[src/hdl/aotr_pkg.sv]
package aotr_pkg;
  // Printed offsets are not all multiples of four: they are register indices
  localparam logic [11:0] IDX_ADC0_GAIN   = 12'h360;
  localparam logic [11:0] IDX_ADC1_GAIN   = 12'h361;
  localparam logic [11:0] IDX_ADC2A_GAIN  = 12'h362;
  localparam logic [11:0] IDX_ADC2B_GAIN  = 12'h363;
  localparam logic [11:0] IDX_ADC3C_GAIN  = 12'h364;
  localparam logic [11:0] IDX_ADC3D_GAIN  = 12'h365;
  localparam logic [11:0] IDX_ADC4_GAIN   = 12'h366;
  localparam logic [11:0] IDX_ADC5_OFS    = 12'h358;
  localparam int          NUM_GAIN        = 7;
  localparam int          GAIN_W          = 5;
  localparam int          GAIN_REG_W      = 8;
  localparam int          OFS_W           = 12;
  localparam int          OFS_REG_W       = 16;
  localparam logic [15:0] OFS_RESET       = 16'h0000;
  localparam logic [7:0]  GAIN_RSV_RESET  = 8'h00;
  localparam logic [31:0] RDATA_ZERO      = 32'h0000_0000;
endpackage : aotr_pkg

[src/hdl/aotr_trim_regs.sv]
// How it works
// - 12-bit converter 5 offset trim drives output
// - Converter 0 fine gain at 0x360
// - Converter 1 fine gain at 0x361
// - 0x362 gain used while converter 2 samples A
// - 0x363 gain used while converter 2 samples B
// - 0x364 gain used while converter 3 samples C
// - 0x365 gain used while converter 3 samples D
// - Converter 4 fine gain at 0x366
// - Gain defaults load from fuse storage
//
// Implementation choice: register access over APB.
module aotr_trim_regs
  import aotr_pkg::*;
(
  input  wire logic                          clock,
  input  wire logic                          srst,
  input  wire logic                          psel,
  input  wire logic                          penable,
  input  wire logic                          pwrite,
  input  wire logic [13:0]                   paddr,
  input  wire logic [31:0]                   pwdata,
  input  wire logic [3:0]                    pstrb,
  output logic      [31:0]                   prdata,
  output logic                               pready,
  output logic                               pslverr,
  input  wire logic [NUM_GAIN*GAIN_W-1:0]    fuse_gain,
  input  wire logic                          adc2_on_pair_b,
  input  wire logic                          adc3_on_pair_d,
  output logic      [OFS_W-1:0]              adc5_offset,
  output logic      [GAIN_W-1:0]             adc0_gain,
  output logic      [GAIN_W-1:0]             adc1_gain,
  output logic      [GAIN_W-1:0]             adc2_gain,
  output logic      [GAIN_W-1:0]             adc3_gain,
  output logic      [GAIN_W-1:0]             adc4_gain
);

  logic [GAIN_REG_W-1:0] gain_r [NUM_GAIN];
  logic [OFS_REG_W-1:0]  ofs_r;
  logic                  fuse_load_r;
  logic [NUM_GAIN*GAIN_W-1:0] fuse_s1_r;
  logic [NUM_GAIN*GAIN_W-1:0] fuse_s2_r;
  logic [1:0]            sel_s1_r;
  logic [1:0]            sel_s2_r;
  logic                  setup;
  logic                  wr_en;
  logic                  rd_en;
  logic [11:0]           idx;
  logic                  word_ok;
  logic                  is_ofs;
  logic                  is_gain;
  logic [2:0]            gsel;
  logic [31:0]           rd_nxt;

  assign setup   = psel && !penable;
  assign idx     = paddr[13:2];
  assign word_ok = (paddr[1:0] == 2'b00);
  assign is_ofs  = word_ok && (idx == IDX_ADC5_OFS);
  assign is_gain = word_ok && (idx >= IDX_ADC0_GAIN)
                   && (idx <= IDX_ADC4_GAIN);
  assign gsel    = 3'(idx - IDX_ADC0_GAIN);
  assign wr_en   = psel && penable && pready && pwrite;
  assign rd_en   = setup && !pwrite;

  // Fuse values and pair selects come from other domains
  always_ff @(posedge clock) begin
    fuse_s1_r <= fuse_gain;
    fuse_s2_r <= fuse_s1_r;
    sel_s1_r  <= {adc3_on_pair_d, adc2_on_pair_b};
    sel_s2_r  <= sel_s1_r;
  end

  // Load fuse defaults once after reset release
  always_ff @(posedge clock) begin
    if (srst) begin
      fuse_load_r <= 1'b1;
    end else begin
      fuse_load_r <= 1'b0;
    end
  end

  // Gain registers, byte lane 0 only; reserved bits stored as written
  always_ff @(posedge clock) begin
    for (int i = 0; i < NUM_GAIN; i++) begin
      if (srst) begin
        gain_r[i] <= GAIN_RSV_RESET;
      end else if (fuse_load_r) begin
        gain_r[i] <= {3'b000, fuse_s2_r[i*GAIN_W +: GAIN_W]};
      end else if (wr_en && is_gain && gsel == 3'(i) && pstrb[0]) begin
        gain_r[i] <= pwdata[GAIN_REG_W-1:0];
      end
    end
  end

  // Offset register for converter 5
  always_ff @(posedge clock) begin
    if (srst) begin
      ofs_r <= OFS_RESET;
    end else if (wr_en && is_ofs) begin
      if (pstrb[0]) begin
        ofs_r[7:0] <= pwdata[7:0];
      end
      if (pstrb[1]) begin
        ofs_r[15:8] <= pwdata[15:8];
      end
    end
  end

  // Read mux
  always_comb begin
    rd_nxt = RDATA_ZERO;
    if (is_ofs) begin
      rd_nxt = {16'h0000, ofs_r};
    end else if (is_gain) begin
      rd_nxt = {24'h000000, gain_r[gsel]};
    end
  end

  // APB slave: no wait states, unmapped access raises pslverr
  always_ff @(posedge clock) begin
    if (srst) begin
      pready  <= 1'b0;
      pslverr <= 1'b0;
      prdata  <= RDATA_ZERO;
    end else begin
      pready  <= setup;
      pslverr <= setup && !(is_ofs || is_gain);
      if (rd_en) begin
        prdata <= rd_nxt;
      end
    end
  end

  // Trim outputs to the conversion cores
  always_ff @(posedge clock) begin
    if (srst) begin
      adc5_offset <= '0;
      adc0_gain   <= '0;
      adc1_gain   <= '0;
      adc2_gain   <= '0;
      adc3_gain   <= '0;
      adc4_gain   <= '0;
    end else begin
      adc5_offset <= ofs_r[OFS_W-1:0];
      adc0_gain   <= gain_r[0][GAIN_W-1:0];
      adc1_gain   <= gain_r[1][GAIN_W-1:0];
      adc2_gain   <= sel_s2_r[0] ? gain_r[3][GAIN_W-1:0]
                                 : gain_r[2][GAIN_W-1:0];
      adc3_gain   <= sel_s2_r[1] ? gain_r[5][GAIN_W-1:0]
                                 : gain_r[4][GAIN_W-1:0];
      adc4_gain   <= gain_r[6][GAIN_W-1:0];
    end
  end

  a_ofs_drive: assert property (
    @(posedge clock) disable iff (srst)
    ##1 (adc5_offset == $past(ofs_r[OFS_W-1:0])))
    else $error("offset output does not follow register");

  a_adc0_fine_gain_drive: assert property (
    @(posedge clock) disable iff (srst)
    ##1 (adc0_gain == $past(gain_r[0][GAIN_W-1:0])))
    else $error("gain 0 output mismatch");

  a_adc1_fine_gain_drive: assert property (
    @(posedge clock) disable iff (srst)
    ##1 (adc1_gain == $past(gain_r[1][GAIN_W-1:0])))
    else $error("gain 1 output mismatch");

  a_pair_a_sel: assert property (
    @(posedge clock) disable iff (srst)
    !sel_s2_r[0] |=> (adc2_gain == $past(gain_r[2][GAIN_W-1:0])))
    else $error("pair A gain not applied");

  a_pair_b_sel: assert property (
    @(posedge clock) disable iff (srst)
    sel_s2_r[0] |=> (adc2_gain == $past(gain_r[3][GAIN_W-1:0])))
    else $error("pair B gain not applied");

  a_pair_c_sel: assert property (
    @(posedge clock) disable iff (srst)
    !sel_s2_r[1] |=> (adc3_gain == $past(gain_r[4][GAIN_W-1:0])))
    else $error("pair C gain not applied");

  a_pair_d_sel: assert property (
    @(posedge clock) disable iff (srst)
    sel_s2_r[1] |=> (adc3_gain == $past(gain_r[5][GAIN_W-1:0])))
    else $error("pair D gain not applied");

  a_adc4_fine_gain_write: assert property (
    @(posedge clock) disable iff (srst)
    (wr_en && is_gain && gsel == 3'd6 && pstrb[0])
    |=> ##1 (adc4_gain == $past(pwdata[GAIN_W-1:0], 2)))
    else $error("gain 4 write not applied");

  a_fuse_load: assert property (
    @(posedge clock) disable iff (srst)
    (!srst && fuse_load_r)
    |=> (gain_r[0][GAIN_W-1:0] == $past(fuse_s2_r[GAIN_W-1:0])))
    else $error("fuse default not loaded");

  a_read_back: assert property (
    @(posedge clock) disable iff (srst)
    (rd_en && is_gain && gsel == 3'd0)
    |=> (pready && prdata[7:0] == $past(gain_r[0])))
    else $error("read data mismatch");

  a_ready_setup: assert property (
    @(posedge clock) disable iff (srst)
    setup |=> pready)
    else $error("no ready after setup");

  a_ready_single: assert property (
    @(posedge clock) disable iff (srst)
    pready |=> !pready)
    else $error("ready held too long");

  a_err_unmapped: assert property (
    @(posedge clock) disable iff (srst)
    (setup && !is_ofs && !is_gain) |=> (pready && pslverr))
    else $error("unmapped access not flagged");

  a_err_mapped: assert property (
    @(posedge clock) disable iff (srst)
    (setup && (is_ofs || is_gain)) |=> !pslverr)
    else $error("mapped access flagged");

  a_err_ready: assert property (
    @(posedge clock) disable iff (srst)
    pslverr |-> pready)
    else $error("error without ready");

  a_read_ofs: assert property (
    @(posedge clock) disable iff (srst)
    (rd_en && is_ofs) |=> (prdata == {16'h0000, $past(ofs_r)}))
    else $error("offset read mismatch");

  a_read_empty: assert property (
    @(posedge clock) disable iff (srst)
    (rd_en && !is_ofs && !is_gain) |=> (prdata == RDATA_ZERO))
    else $error("unmapped read not zero");

  a_rdata_hold: assert property (
    @(posedge clock) disable iff (srst)
    !rd_en |=> $stable(prdata))
    else $error("read data changed without read");

  a_adc0_fine_gain_write: assert property (
    @(posedge clock) disable iff (srst)
    (wr_en && is_gain && gsel == 3'd0 && pstrb[0] && !fuse_load_r)
    |=> (gain_r[0] == $past(pwdata[GAIN_REG_W-1:0])))
    else $error("gain 0 write not stored");

  a_adc1_fine_gain_write: assert property (
    @(posedge clock) disable iff (srst)
    (wr_en && is_gain && gsel == 3'd1 && pstrb[0] && !fuse_load_r)
    |=> (gain_r[1] == $past(pwdata[GAIN_REG_W-1:0])))
    else $error("gain 1 write not stored");

  a_pair_a_write: assert property (
    @(posedge clock) disable iff (srst)
    (wr_en && is_gain && gsel == 3'd2 && pstrb[0] && !fuse_load_r)
    |=> (gain_r[2] == $past(pwdata[GAIN_REG_W-1:0])))
    else $error("pair A gain write not stored");

  a_pair_b_write: assert property (
    @(posedge clock) disable iff (srst)
    (wr_en && is_gain && gsel == 3'd3 && pstrb[0] && !fuse_load_r)
    |=> (gain_r[3] == $past(pwdata[GAIN_REG_W-1:0])))
    else $error("pair B gain write not stored");

  a_pair_c_write: assert property (
    @(posedge clock) disable iff (srst)
    (wr_en && is_gain && gsel == 3'd4 && pstrb[0] && !fuse_load_r)
    |=> (gain_r[4] == $past(pwdata[GAIN_REG_W-1:0])))
    else $error("pair C gain write not stored");

  a_pair_d_write: assert property (
    @(posedge clock) disable iff (srst)
    (wr_en && is_gain && gsel == 3'd5 && pstrb[0] && !fuse_load_r)
    |=> (gain_r[5] == $past(pwdata[GAIN_REG_W-1:0])))
    else $error("pair D gain write not stored");

  a_gain_strobe: assert property (
    @(posedge clock) disable iff (srst)
    (wr_en && is_gain && gsel == 3'd0 && !pstrb[0] && !fuse_load_r)
    |=> $stable(gain_r[0]))
    else $error("gain written without lane 0");

  a_ofs_low_lane: assert property (
    @(posedge clock) disable iff (srst)
    (wr_en && is_ofs && pstrb[0]) |=> (ofs_r[7:0] == $past(pwdata[7:0])))
    else $error("offset low lane not stored");

  a_ofs_high_lane: assert property (
    @(posedge clock) disable iff (srst)
    (wr_en && is_ofs && pstrb[1]) |=> (ofs_r[15:8] == $past(pwdata[15:8])))
    else $error("offset high lane not stored");

  a_ofs_low_keep: assert property (
    @(posedge clock) disable iff (srst)
    (wr_en && is_ofs && !pstrb[0]) |=> $stable(ofs_r[7:0]))
    else $error("offset low lane written without strobe");

  a_ofs_keep: assert property (
    @(posedge clock) disable iff (srst)
    !(wr_en && is_ofs) |=> $stable(ofs_r))
    else $error("offset changed without write");

  a_fuse_rsv_zero: assert property (
    @(posedge clock) disable iff (srst)
    (!srst && fuse_load_r)
    |=> (gain_r[NUM_GAIN-1][GAIN_REG_W-1:GAIN_W] == '0))
    else $error("reserved bits not cleared on load");

  a_fuse_load_last: assert property (
    @(posedge clock) disable iff (srst)
    (!srst && fuse_load_r) |=> (gain_r[NUM_GAIN-1][GAIN_W-1:0]
      == $past(fuse_s2_r[(NUM_GAIN-1)*GAIN_W +: GAIN_W])))
    else $error("last fuse default not loaded");

  a_load_once: assert property (
    @(posedge clock) disable iff (srst)
    (!srst && fuse_load_r) |=> !fuse_load_r)
    else $error("fuse load repeated");

  a_load_armed: assert property (
    @(posedge clock) disable iff (srst)
    $fell(srst) |-> fuse_load_r)
    else $error("fuse load missing after reset");

endmodule : aotr_trim_regs

[config.mk]
export PLATFORM = sky130hd
export DESIGN_NAME = aotr_trim_regs
export DESIGN_NICKNAME = d
export VERILOG_FILES = /design/src/hdl/aotr_pkg.sv /design/src/hdl/aotr_trim_regs.sv
export SDC_FILE = /design/constraint.sdc
export NUM_CORES = 1
export LEC_CHECK = 0
export ABC_CLOCK_PERIOD_IN_PS = 6300
export BUFFER_PORTS_ARGS = -buffer_cell sky130_fd_sc_hd__buf_4
export CAP_MARGIN = 20
export CORE_ASPECT_RATIO = 1.1
export CORE_MARGIN = 4
export CORE_UTILIZATION = 45
export CTS_CLUSTER_DIAMETER = 100
export DETAILED_ROUTE_END_ITERATION = 6
export PLACE_DENSITY = 0.78
export SKIP_LAST_GASP = 1
export SLEW_MARGIN = 10
export SYNTH_ARGS = -nofsm -noshare
export SYNTH_HDL_FRONTEND = slang
export SYNTH_SLANG_ARGS = --single-unit
[constraint.sdc]
create_clock -name clock -period 6.3 [get_ports clock]
set_input_delay 1.26 -clock clock [delete_from_list [all_inputs] [get_ports clock]]
set_output_delay 1.26 -clock clock [all_outputs]
set_load 0.01 [all_outputs]
# Word level (Yosys, flattened, before mapping)
# Memories as Yosys holds them, arrays and structs flattened. A register that Yosys moved wholly into a read port is not among the register bits.
# Index checks and enable logic that the tools add are counted.
op_classes:
  add_sub_neg: 1
  bitwise: 14
  n_reduce_logical: 33
  n_eq_ne: 7
  mux: 51
  magnitude_cmp: 2
op_table:
  columns: ["operator", "count"]
  rows:
  - ["$mux W8", 15]
  - ["$mux W1", 33]
  - ["$logic_and A1 B1 Y1", 25]
  - ["$mux W16", 1]
  - ["$or A1 B1 Y1", 14]
  - ["$eq A12 B10 Y1 const B", 1]
  - ["$ge A12 B10 Y1 const B", 1]
  - ["$le A12 B10 Y1 const B", 1]
  - ["$mux W5", 2]
  - ["$eq A3 B3 Y1 const B", 3]
  - ["$eq A3 B2 Y1 const B", 2]
  - ["$reduce_and A2 Y1", 2]
  - ["$eq A3 B1 Y1 const B", 1]
  - ["$logic_not A1 Y1", 3]
  - ["$logic_not A3 Y1", 1]
  - ["$sub A3 B1 Y3 const B", 1]
  - ["$logic_not A2 Y1", 1]
  - ["$logic_or A1 B1 Y1", 1]
totals:
  elab_cells: 122
  register_bits: 147
  memories: 1
  input_bits: 92
  ram_bits: 56
mem_list:
  columns: ["name", "words", "width", "rd", "rd_ports_with_merged_regs", "write_ports", "line_no", "rtl"]
  rows:
  - ["gain_r", 7, 8, 8, 3, 7, "aotr_trim_regs.sv:38", "logic [GAIN_REG_W-1:0] gain_r [NUM_GAIN];"]

# Longest topological paths before layout
logic_depth:
  word_depth: 11
  ltp_mapped: 7
  mapped_depth_nobuf: 4

# Least setup slack after synthesis
# Ideal clock, no wire load.
synth_path:
  kind: "input to register"
  startpoint: "input paddr[1]"
  endpoint: "memory gain_r[0][0], enable pin"
  setup_time_ns: 0.384
  cell_stages: 5
  path_slack_ns: 2.739
  path_buffers: 1
  arrival_ns: 3.177
  required_ns: 5.916
  path_cell_list: "or4_4 nor4_2 nand3b_1 clkbuf_1 o21ai_0"
synth_rtl:
  columns: ["item", "line_no", "rtl"]
  rows:
  - ["from (decl)", "aotr_trim_regs.sv:21", "input wire logic [13:0] paddr,"]
  - ["to (decl)", "aotr_trim_regs.sv:38", null]

==> reports/qor.txt <==
Synth Cell Area: 6890 sq um
Cell Chain, Critical Path: buf_4 > or4_4 > nor4_2 > nand4b_1 > o21ai_0 > clkbuf_2
Cell taking the most area after synthesis: dfxtp_1
Vias after detailed routing: 4509
Main flop type after synthesis: dfxtp_1
Startpoint class of the critical path: input port
GRT Residual Overflow: 0
Syn. warnings: 0
Source of the worst register-to-register timing path: fuse_load_r$_DFF_P_
Critical path start-end classification: input port to register
Commonest non-fill, non-tap cells in the layout: 146 x dfxtp_1, 128 x buf_4, 69 x nand2_1, 56 x edfxtp_1, 40 x nor2b_1
Sequential fraction of the synthesis area: 66.8%
Syn-to-layout area delta: 24.9%
Clock-pin slew reported for the worst setup and hold paths after clock tree synthesis: 0.06 ns
Worst-margin pin slew: 0.801 ns
Sum of routed wire length over all layers: 15400 um
Height of the chip: 138 um
Number of flip-flops and latches in the synthesized netlist: 202
Ant. Diodes: 0
Peak supply drop: 235 uV
Fraction of power consumed by sequential logic: 51.5%
Maximum buffer depth of the clock tree: 3
End of the critical path: gain_r[2][2]$_DFFE_PP_
Cell Rows: 47
Width of the die: 126 um
Per-cell routed wire length: 17.0 um
Synth unique cells: 40
Worst Skew: 0.00868 ns
Final HPWL from detailed placement: 11400 um
Worst endpoint data arrival time: 3.97 ns
Top delay family on crit path: simple AND/OR/NAND/NOR gates
Share of the synthesized area in the top cell type: 42.4%
RSZ-0062 raised after global routing: no
Global-route usage over all layers: 17.1%
Final-report max-slew violation count: 0
Period Utilization, post-route: 60.2%
Number of top-level pins: 163
Switching Share: 20.7%
Highest clock frequency the design can meet: 0.263 GHz
Initial core utilization: 45.8%
Logic gate share of total power: 5.8%
Time the worst path needs with I/O delays and setup: 3.80 ns
Dominant cells by area after synthesis: dfxtp_1 42%, edfxtp_1 24%, mux2i_1 5.5%
Maximum number of pins on one net before global-route repair: 72
Run status: complete, no violations
Internal power of the cells: 2.17 mW
Static leakage: 3.67 nW
Number of enable-type register cells in the synthesized netlist: 56
Post-route cell area: 8610 sq um
Buffers inserted by post-CTS timing repair: 0
Core region area: 15100 sq um
Power density cells: 318 nW/um^2
Class of the worst hold path: register to register
Total iterations of the first detailed-routing run: 5
Share of layout cells above drive strength 1: 25.9%
Slowest library cell on the worst path: o21ai_0
DRC Markers: 0
Via count of the first global-routing pass: 4505
Vias per cell: 4.98
Weighted congestion reported at the end of routability-driven placement: 0.891
Maximum single-stage delay on the critical path: 0.70 ns
Avg Cell Area, Syn: 12.0 sq um
Depth of the worst register-to-register path: 4
Number of design-rule violations left by the first detailed-router iteration: 348
Number of buffers created by CTS: 20
Setup Total Neg Slack: 0 ns
Endpoint of the worst-slack reg-to-reg timing path: gain_r[2][2]$_DFFE_PP_
Slew HR: 46.3%
Cell area after placement: 7910 sq um
Clock latency of the later-clocked register in the worst-skew pair: 0.48 ns
Net switching power: 567 uW
Antenna violations before repair: 0
Start point of the critical path: paddr[1]
Number of sinks driven by the clock tree: 202
Endpoint required time on the critical path: 6.48 ns
Final setup violating endpoints: 0
Clock tree from TritonCTS: done
Crit path depth: 6
CTS root buf: clkbuf_16
Full die area: 17400 sq um
Final nets: 789
Clock network fraction of design power: 42.7%
Global-route wire length before repair: 23300 um
Hold WS: 0.323 ns
Number of port buffers: 128
Endpoint kind of the worst setup timing path: register
Number of hold violations in the final report: 0
Sum of buffers and inverters on the critical path: 2
Largest fanout of any net on the critical path: 18
Leading cell type in the layout, fill and taps excluded: dfxtp_1
CTS HTree Levels: 1
Number of instances in the synthesized netlist: 573
Number of maximum-capacitance constraint violations: 0
Cts-stage hold buffer count: 0
Remaining number of nets flagged by the antenna check after routing: 0
Post-CTS Resized: 0
R2R setup slack: 3.52 ns
Proportion of register bits with asynchronous set or reset after synthesis: 0%
synthesized netlist by cell type (all sizes together), types with 9 or more instances:
master and instances:
dfxtp 146, nand2 69, edfxtp 56, o21ai 49
nor2b 41, mux2i 38, nor2 35, buf 25
clkbuf 21, mux2 12, nand2b 9, nand3 9
how the worst min path moves through the flow:
stage                                from                     to  slack [ns]  depth (start not counted)
floorplan            fuse_s1_r[0]$_DFF_P_   fuse_s2_r[0]$_DFF_P_        0.31                          0
global placement    fuse_s1_r[25]$_DFF_P_  fuse_s2_r[25]$_DFF_P_        0.32                          0
detailed placement  fuse_s1_r[30]$_DFF_P_  fuse_s2_r[30]$_DFF_P_        0.31                          0
CTS                 fuse_s1_r[20]$_DFF_P_  fuse_s2_r[20]$_DFF_P_        0.32                          0
global route          sel_s1_r[0]$_DFF_P_    sel_s2_r[0]$_DFF_P_        0.33                          0
finish              fuse_s1_r[20]$_DFF_P_  fuse_s2_r[20]$_DFF_P_        0.32                          0
power by group through the flow:
stage	clock network [mW]	registers, mW	logic [mW]
4_1_cts	1.19	1.41	0.157
6_report	1.17	1.41	0.159
3_3_place_gp	0	1.44	0.152
2_1_floorplan	0	1.44	0.0822
3_5_place_dp	0	1.44	0.156
5_1_grt	1.24	1.42	0.171
registers in the layout (all words and copies together) (netlist names):
signal,cells
adc0_gain,5
pready,1
gain_r,56
fuse_load_r,1
adc1_gain,5
ofs_r,16
adc5_offset,12
pslverr,1
fuse_s2_r,35
sel_s2_r,2
prdata,16
adc2_gain,5
sel_s1_r,2
adc4_gain,5
adc3_gain,5
fuse_s1_r,35
routing by layer:
metal / global-route usage (%) / vias up / part of all wire, %
met4: 5.54 / 0 / 2.2
met2: 32.6 / 237 / 53
met3: 3.84 / 29 / 8.5
met5: 0 / - / 0
met1: 18.8 / 2063 / 37
li1: - / 2180 / -
layout make-up:
type / instances / area [sq um]
Multi-Input combinational cell: 339 / 2090
Sequential cell: 202 / 4600
Inverter: 1 / 3.75
Tap cell: 196 / 245
Clock inverter: 6 / 62.6
Fill cell: 1252 / 6440
Clock buffer: 29 / 606
Timing Repair Buffer: 133 / 996
worst reg2reg max path, delay by kind of cell (launching register included):
kind | cells | cell delay, ns
simple gates | 2 | 1.14
compound gates | 1 | 0.70
flops | 1 | 0.35
buf+inv | 1 | 0.29
kinds of logic (layout without fill, tap and decap cells):
family | count (synthesis) | after routing | share of synthesized area (%)
AO/OA/AOI/OAI | 82 | 82 | 7.01
other | 1 | 16 | 0.0544
flip-flops | 202 | 202 | 66.8
multiplexers | 50 | 50 | 7.91
buffers and inverters | 47 | 169 | 3.70
AND/OR/NAND/NOR | 191 | 191 | 14.5
through the flow:
stage	utilization, %	instances	power (mW)	setup WS (ns)
after floorplan	-	588	1.52	2.74
after global placement	52.5	866	1.59	1.96
after detailed placement	52.5	866	1.60	1.84
after CTS	57.0	901	2.75	2.24
after global routing	57.2	906	2.82	2.35
final	57.2	906	2.74	2.50
No activity file was read; power rests on OpenSTA's default activity.
